<file path="config.mk">
export PLATFORM = sky130hd
export DESIGN_NAME = nvm_host
export DESIGN_NICKNAME = d
export VERILOG_FILES = /design/src/nvm_host_pkg.sv /design/src/nvm_sync2.sv /design/src/nvm_host.sv
export SDC_FILE = /design/constraint.sdc
export NUM_CORES = 1
export LEC_CHECK = 0
export ABC_AREA = 1
export BUFFER_PORTS_ARGS = -buffer_cell sky130_fd_sc_hd__buf_2
export CORE_MARGIN = 8
export CORE_UTILIZATION = 53
export CTS_CLUSTER_DIAMETER = 80
export DETAILED_ROUTE_END_ITERATION = 16
export PLACE_DENSITY_LB_ADDON = 0.05
export SLEW_MARGIN = 40
export SYNTH_ARGS = -nofsm -noshare
export SYNTH_HDL_FRONTEND = slang
export SYNTH_HIERARCHICAL = 1
export SYNTH_SLANG_ARGS = --single-unit
</file>
<file path="constraint.sdc">
create_clock -name I_CORE_CLK -period 1.75 [get_ports I_CORE_CLK]
set_input_delay 0.35 -clock I_CORE_CLK [delete_from_list [all_inputs] [get_ports I_CORE_CLK]]
set_output_delay 0.35 -clock I_CORE_CLK [all_outputs]
set_load 0.02 [all_outputs]
</file>
<file path="src/nvm_host_pkg.sv">
/*
 * Shared constants and carrier types for the parallel nonvolatile memory
 * controller: timing figures, derived cycle counts, request and pin bundles.
 * Assumes a single 20 MHz core clock.
 */
package nvm_host_pkg;

	// ------------------------------------------------------------------
	// clock and timing
	// ------------------------------------------------------------------
	localparam int CLK_PERIOD_NS = 50;
	localparam int PRECHARGE_MIN_TIME_NS = 60; // precharge_min_time
	localparam int SELECT_ACTIVE_MIN_NS = 120; // select_active_window, low bound
	localparam int SELECT_ACTIVE_MAX_NS = 2000; // select_active_window, high bound
	localparam int WRITE_PULSE_MIN_NS = 40;
	localparam int POWER_UP_WAIT_NS = 1000; // supply good to first access

	// least times round up, longest time rounds down; never below one cycle
	localparam int PRECHARGE_CYC = (PRECHARGE_MIN_TIME_NS + CLK_PERIOD_NS - 1) / CLK_PERIOD_NS;
	localparam int ACTIVE_MIN_CYC = (SELECT_ACTIVE_MIN_NS + CLK_PERIOD_NS - 1) / CLK_PERIOD_NS;
	localparam int ACTIVE_MAX_CYC = SELECT_ACTIVE_MAX_NS / CLK_PERIOD_NS;
	localparam int WRITE_PULSE_CYC = (WRITE_PULSE_MIN_NS + CLK_PERIOD_NS - 1) / CLK_PERIOD_NS;
	localparam int POWER_UP_CYC = (POWER_UP_WAIT_NS + CLK_PERIOD_NS - 1) / CLK_PERIOD_NS;

	// ------------------------------------------------------------------
	// widths and row geometry
	// ------------------------------------------------------------------
	localparam int ADDR_W = 13;
	localparam int DATA_W = 8;
	localparam int ROW_BYTE_BITS = 2; // a row spans four bytes
	localparam int ROW_W = ADDR_W - ROW_BYTE_BITS;

	// reset levels of the pin bundle
	localparam logic PIN_IDLE_HIGH = 1'b1;

	// ------------------------------------------------------------------
	// carriers
	// ------------------------------------------------------------------
	typedef struct packed {
		logic write;
		logic [ADDR_W-1:0] addr;
		logic [DATA_W-1:0] wdata;
	} req_t;

	typedef struct packed {
		logic sel_n;
		logic we_n;
		logic oe_n;
		logic sel_oe;
		logic [ADDR_W-1:0] addr;
		logic [DATA_W-1:0] dq;
		logic dq_oe;
	} pins_t;

endpackage : nvm_host_pkg

</file>
<file path="src/nvm_sync2.sv">
/*
 * Two-flop synchroniser for a bundle of pin levels.
 * Assumes the inputs are asynchronous levels; the first stage feeds only the second.
 */
`timescale 1ns/10ps
module nvm_sync2 #(
	parameter int W = 1
) (
	input wire logic i_clk,
	input wire logic i_rstn,
	input wire logic [W-1:0] i_async,
	output logic [W-1:0] o_sync
);
	logic [W-1:0] stage1;

	// ------------------------------------------------------------------
	// two stages, constant reset value
	// ------------------------------------------------------------------
	always_ff @(posedge i_clk or negedge i_rstn) begin
		if (!i_rstn) begin
			stage1 <= '0;
			o_sync <= '0;
		end else begin
			stage1 <= i_async;
			o_sync <= stage1;
		end
	end
endmodule : nvm_sync2

</file>
<file path="src/nvm_host.sv">
/*
 * Controller that drives a bytewide nonvolatile memory over its asynchronous
 * parallel pins: select, write enable, output enable, address and data.
 * Assumes a 20 MHz clock, a request/accept handshake from local logic and a
 * supply-good level coming from an outside voltage monitor.
 */
`timescale 1ns/10ps
module nvm_host
	import nvm_host_pkg::*;
#(
	parameter int ACTIVE_CYC = ACTIVE_MIN_CYC + 1,
	parameter int PRE_CYC = PRECHARGE_CYC,
	parameter int PWR_CYC = POWER_UP_CYC
) (
	input wire logic I_CORE_CLK,
	input wire logic I_RSTN,
	input wire logic I_SUPPLY_GOOD,
	input wire logic I_REQ_VALID,
	input wire req_t I_REQ,
	output logic O_REQ_READY,
	output logic O_RD_VALID,
	output logic [DATA_W-1:0] O_RD_DATA,
	output logic O_ROW_VALID,
	output logic [ROW_W-1:0] O_ROW,
	output logic O_SEL_N,
	output logic O_SEL_OE,
	output logic O_WE_N,
	output logic O_OE_N,
	output logic [ADDR_W-1:0] O_ADDR,
	output logic [DATA_W-1:0] O_DQ,
	output logic O_DQ_OE,
	input wire logic [DATA_W-1:0] I_DQ
);
	// clamp the active window into the legal range
	// out-of-range settings are pulled in quietly rather than refused
	localparam int ACT = (ACTIVE_CYC < ACTIVE_MIN_CYC) ? ACTIVE_MIN_CYC :
		((ACTIVE_CYC > ACTIVE_MAX_CYC) ? ACTIVE_MAX_CYC : ACTIVE_CYC);
	localparam int CW = 12;

	// one flop per phase, so a stray code is easy to spot
	typedef enum logic [3:0] {
		ST_OFF = 4'b0001,
		ST_IDLE = 4'b0010,
		ST_ACTIVE = 4'b0100,
		ST_PRE = 4'b1000
	} state_t;

	state_t state;
	logic [CW-1:0] cnt;
	logic [CW-1:0] pwr_cnt;
	logic supply_ok;
	logic [DATA_W-1:0] dq_sync;
	logic win_end;
	pins_t pins;
	logic take;

	// row index of a byte address
	function automatic logic [ROW_W-1:0] row_of(input logic [ADDR_W-1:0] a);
		row_of = a[ADDR_W-1:ROW_BYTE_BITS];
	endfunction : row_of

	// ------------------------------------------------------------------
	// pin synchronisers
	// ------------------------------------------------------------------
	nvm_sync2 #(.W(1 + DATA_W)) nvm_sync2_i (
		.i_clk(I_CORE_CLK),
		.i_rstn(I_RSTN),
		.i_async({I_SUPPLY_GOOD, I_DQ}),
		.o_sync({supply_ok, dq_sync})
	);

	// accept only in idle with supply good; the power-up wait is served only on the way out of off
	// the memory itself never refuses, so all supply gating lives here
	assign take = (state == ST_IDLE) && supply_ok && I_REQ_VALID;
	assign O_REQ_READY = (state == ST_IDLE) && supply_ok;
	// last cycle of the select-low window
	assign win_end = (state == ST_ACTIVE) && (cnt == CW'(ACT - 1));

	// ------------------------------------------------------------------
	// power-up wait after supply good
	// ------------------------------------------------------------------
	// the memory reports no readiness, so its start-up time is counted here
	always_ff @(posedge I_CORE_CLK or negedge I_RSTN) begin
		if (!I_RSTN) begin
			pwr_cnt <= '0;
		end else if (!supply_ok) begin
			pwr_cnt <= '0;
		end else if (pwr_cnt != CW'(PWR_CYC)) begin
			pwr_cnt <= pwr_cnt + 1'b1;
		end
	end

	// ------------------------------------------------------------------
	// access / precharge sequencer
	// ------------------------------------------------------------------
	// an access never aborts: once select falls the window is served in full
	// precharge ending with supply bad parks the sequencer in off
	always_ff @(posedge I_CORE_CLK or negedge I_RSTN) begin
		if (!I_RSTN) begin
			state <= ST_OFF;
			cnt <= '0;
		end else begin
			unique case (state)
				ST_OFF: begin
					if (supply_ok && pwr_cnt == CW'(PWR_CYC)) begin
						state <= ST_PRE; // start with a full precharge
						cnt <= '0;
					end
				end
				ST_IDLE: begin
					if (!supply_ok) begin
						state <= ST_OFF;
					end else if (take) begin
						state <= ST_ACTIVE;
						cnt <= '0;
					end
				end
				ST_ACTIVE: begin
					if (win_end) begin
						state <= ST_PRE;
						cnt <= '0;
					end else begin
						cnt <= cnt + 1'b1;
					end
				end
				ST_PRE: begin
					if (cnt >= CW'(PRE_CYC - 1)) begin
						state <= supply_ok ? ST_IDLE : ST_OFF;
						cnt <= '0;
					end else begin
						cnt <= cnt + 1'b1;
					end
				end
				default: begin
					state <= ST_OFF;
					cnt <= '0;
				end
			endcase
		end
	end

	// ------------------------------------------------------------------
	// pin drive, all from flops
	// ------------------------------------------------------------------
	// address and data are set with select falling and held through the window
	always_ff @(posedge I_CORE_CLK or negedge I_RSTN) begin
		if (!I_RSTN) begin
			pins.sel_n <= PIN_IDLE_HIGH;
			pins.sel_oe <= 1'b0;
			pins.we_n <= PIN_IDLE_HIGH;
			pins.oe_n <= PIN_IDLE_HIGH;
			pins.addr <= '0;
			pins.dq <= '0;
			pins.dq_oe <= 1'b0;
		end else begin
			pins.sel_oe <= 1'b1;
			if (take) begin
				pins.sel_n <= 1'b0;
				pins.addr <= I_REQ.addr;
				pins.dq <= I_REQ.wdata;
				pins.dq_oe <= I_REQ.write;
				pins.we_n <= !I_REQ.write; // select-controlled write
				pins.oe_n <= I_REQ.write;
			end else if (win_end) begin
				pins.sel_n <= 1'b1;
				pins.we_n <= 1'b1;
				pins.oe_n <= 1'b1;
				pins.dq_oe <= 1'b0;
			end else if (state != ST_ACTIVE) begin
				pins.sel_n <= 1'b1;
				pins.we_n <= 1'b1;
				pins.oe_n <= 1'b1;
				pins.dq_oe <= 1'b0;
			end
		end
	end

	// bundle fans out to the pins; every bit is a flop output
	assign O_SEL_N = pins.sel_n;
	assign O_SEL_OE = pins.sel_oe;
	assign O_WE_N = pins.we_n;
	assign O_OE_N = pins.oe_n;
	assign O_ADDR = pins.addr;
	assign O_DQ = pins.dq;
	assign O_DQ_OE = pins.dq_oe;

	// ------------------------------------------------------------------
	// read capture and row wear report
	// ------------------------------------------------------------------
	// data sampled at window end; the sync delay is covered by the window of at least 3 cycles
	// a read that ends while supply drops still reports its byte
	always_ff @(posedge I_CORE_CLK or negedge I_RSTN) begin
		if (!I_RSTN) begin
			O_RD_VALID <= 1'b0;
			O_RD_DATA <= '0;
			O_ROW_VALID <= 1'b0;
			O_ROW <= '0;
		end else begin
			O_RD_VALID <= 1'b0;
			O_ROW_VALID <= 1'b0;
			if (take) begin
				O_ROW <= row_of(I_REQ.addr);
				O_ROW_VALID <= 1'b1;
			end
			if (win_end) begin
				O_RD_VALID <= !pins.oe_n;
				O_RD_DATA <= dq_sync;
			end
		end
	end
endmodule : nvm_host

</file>
==> out/results.env <==
RESULT_OF_THE_RUN='completed'
MAPPEDNETLISTNETS=446
POWER_DENSITY_mW_PER_MM2=1130
DRT_FIRST_PASS_ITERS=4
WIRELENGTH_UM=7510
DRIVE_ABOVE_1_SHARE_PCT=26.7
DESIGN.FINAL.NETS=528
CTS.ROOT.BUFFER_CELL='sky130_fd_sc_hd__clkbuf_8'
YS_FF_LATCH=82
POST_DRT_VIA_CELL_RATIO=4.87
FLOORPLAN.INITIALDENSITY_PCT=53.6
CTS.HTREE.LEVELS=3
NUM_VIAS=2794
SETUP_VIOL_COUNT_FINAL=0
FMAX_MHz=599
CP_TOP_FAMILY='flip-flops'
CRIT_PATH_MAX_CELL_DELAY_NS=0.55
CLKSINKCOUNT=82
CTS_INSERTED_BUFFERS=9
GRT_MAX_DEGREE=32
LAYOUT.CORE_UTILIZATION_PCT=64.5
ANTENNA_CELLS=0
SYNTH_AREA_MM2=0.00358
SETUP_SLACK_OF_THE_CRITICAL_PATH_AFTER_LAYOUT_NS=0.0815
POWER_uW=4870
PERIOD_MINUS_SLACK_NS=1.67
GRT_ANTENNA_BEFORE_REPAIR=0
DRV_CAP=0
CLOCK_INSERTION_DELAY_WORST_SKEW_NS=0.35
CP_CELL_SEQUENCE='inv_2 > nand2_2 > nor2_4 > nand2_4 > inv_2 > buf_6'
DETAILED_PLACEMENT_WIRELENGTH_ESTIMATE_UM=5560
LAYOUT.CELLS.MOST_COMMON='sky130_fd_sc_hd__nand2_1'
WORST_PATH_ARRIVAL_TIME_NS=1.32
DR.FIRST_ITER.DRC_COUNT=85
PRECTSSETUPSLACK_NS=0.104
FIRST_GLOBAL_VIAS=2848
TIMING.CRITICAL_PATH.REQUIRED_NS=1.40
FINAL.SETUP.TNS_NS=0
CTS_TREE='built'
WORST_CLOCK_SKEW_ON_THE_FINAL_LAYOUT_NS=0.0163
YS_SEQ_AREA_SHARE_PCT=57.5
TIMING.CRITICAL_PATH.FROM_TYPE='register'
IOS=82
CRIT_TOP_CELL='sky130_fd_sc_hd__inv_2'
FIN_CRIT_SH_PCT=95.3
DPL_CELL_AREA_MM2=0.00403
ROUTE.DETAILED.WL_PER_INST_UM=13.1
NUMBER_OF_NETS_STILL_FAILING_ANTENNA_CHECKS_AFTER_ROUTING=0
FIN_AREA_MM2=0.00431
RSZ0062_AT_GRT='no'
VDD_IR_DROP_MAX_mV=0.840
SYN-MEAN-INSTANCE-AREA_UM2=8.80
SLEW_VIOLATIONS=0
GRT_FIRST_PASS_WIRELENGTH_UM=13000
MOSTFREQUENTLAYOUTCELLS='sky130_fd_sc_hd__nand2_1 (133), sky130_fd_sc_hd__buf_2 (79), sky130_fd_sc_hd__dfrtp_1 (78)'
SYNTH_CELL_TYPE_COUNT=27
CHIPWIDTH_UM=98.2
LEAK_PWR_uW=0.00234
SYNTH-EDFF-COUNT=0
HOLD_PATH.STARTPOINT='I_DQ[4]'
CLKSLEWWORSTSETUPHOLDPATHS_NS=0.09
YS_ASYNC_SR_FRACTION_PCT=100
GRT_OVERFLOW_TOTAL=0
CLOCK_PATH_BUFFERS=2
NUMPORTBUFFERS=81
GLOBALROUTETOTALUTIL_PCT=16.5
CRIT_START='state[0]$_DFFE_PN1P_'
DRCVIOLATIONCOUNT=0
SYNTHFLOPTYPE='sky130_fd_sc_hd__dfrtp_1'
TIMING_WORST_SETUP_PATH_TYPE='register to primary output'
PATH_BUF_INV=3
DIEAREA_MM2=0.00964
AREAGROWTHSYNTHTOFINISH_PCT=20.3
DIE_H_UM=98.2
SYN-INSTANCE-COUNT=407
TIMING.CRITICAL_PATH.FANOUT_MAX=3
N_FILL_CELL=583
WEIGHTED_CONGESTION_AT_THE_END_OF_ROUTABILITY_DRIVEN_GLOBAL_PLACEMENT=0.807
ELEMENT_TYPE_AT_THE_CRITICAL_PATH_END='primary output'
TIMING.RR.START='cnt[0]$_DFFE_PN0P_'
CORE_REGION_AREA_MM2=0.00668
YS.WARNINGS.COUNT=6
SLOWEST_STAGE='sky130_fd_sc_hd__dfstp_2'
HOLDCRITPATHCLASS='primary input to register'
PLACEMENTROWS=30
FINAL_HOLD_VIOLS=0
R2R_SETUP_SLACK_NS=0.17
[repair_timing]
action | 4_1_cts | 5_1_grt
buffers inserted | 1 | 0
pin swaps | 1 | 1
setup endpoints to repair | 1 | 14
gates resized for setup | 1 | 7
hold endpoints to repair | 28 | 0
hold buffers | 1 | 0
[stage by stage]
step | std cells | hold slack, ns
after global routing | 574 | 0.0721
final | 574 | 0.0992
after CTS | 574 | 0.0783
after detailed placement | 556 | 0.315
after floorplan | 407 | 0.0544
after global placement | 556 | 0.317
[state kept, by name, indices dropped and copies added, names as in the netlist, 4 cells and up]
name,flops
nvm_sync2_i/o_sync,9
pwr_cnt,12
O_RD_DATA,8
nvm_sync2_i/stage1,9
cnt,12
O_ADDR,13
O_DQ,8
state,4
[cells by family after synthesis]
| family | count (synthesis) | share of synthesized area (%) |
|---|---|---|
| buffers and inverters | 63 | 8.18 |
| xor gates and xnor gates | 6 | 1.47 |
| AOI/OAI and AO/OA | 36 | 5.03 |
| and+or+nand+nor | 214 | 26.0 |
| DFF | 82 | 57.5 |
| adders and majority gates | 5 | 1.75 |
| other | 1 | 0.105 |
[report_power, final]
group | switching [uW] | internal [uW]
Sequential | 127 | 2090
Combinational | 711 | 368
Clock | 747 | 831
Total | 1580 | 3280
[synthesized netlist by cell type, drive strengths merged (2+ instances only)]
| cell | count | area share, % |
|---|---|---|
| dfrtp | 78 | 55 |
| a21oi | 8 | 1.1 |
| o21ai | 28 | 3.9 |
| nor3 | 10 | 1.5 |
| xor2 | 6 | 1.5 |
| nor2 | 36 | 4.9 |
| inv | 45 | 4.7 |
| nand3 | 22 | 3.2 |
| nand2 | 141 | 15 |
| clkbuf | 2 | 0.21 |
| dfstp | 4 | 2.9 |
| ha | 5 | 1.7 |
| buf | 16 | 3.3 |
| nand4 | 4 | 0.70 |
[final timing paths]
path / to / cells after the start
worst min register to register: nvm_sync2_i/o_sync[6]$_DFF_PN0_ / 0
max in group asynchronous: state[0]$_DFFE_PN1P_ / 3
worst max-delay path: O_REQ_READY / 6
worst min-delay path: nvm_sync2_i/stage1[4]$_DFF_PN0_ / 1
worst max register to register: state[1]$_DFFE_PN0P_ / 9
min in group asynchronous: pwr_cnt[10]$_DFFE_PN0P_ / 2
[final cells by class]
cell class / instances / area (um^2) / area share [%]
inverters: 45 / 169 / 3.92
clock buffers: 9 / 124 / 2.88
repair buffers: 89 / 502 / 11.7
clock inverters: 7 / 108 / 2.50
flip-flops and latches: 82 / 2060 / 47.8
multi-input cells: 262 / 1250 / 29.0
well taps: 80 / 100 / 2.32
[layer usage]
| layer | share of wire, % | track usage (%) | vias to the layer above |
|---|---|---|---|
| li1 | - | - | 1415 |
| met3 | 5.3 | 4.98 | 9 |
| met5 | 0 | 0 | - |
| met2 | 46 | 25.2 | 69 |
| met4 | 1.3 | 7.67 | 0 |
| met1 | 47 | 21.0 | 1301 |
Note: power is estimated with default switching activity, not from simulation.
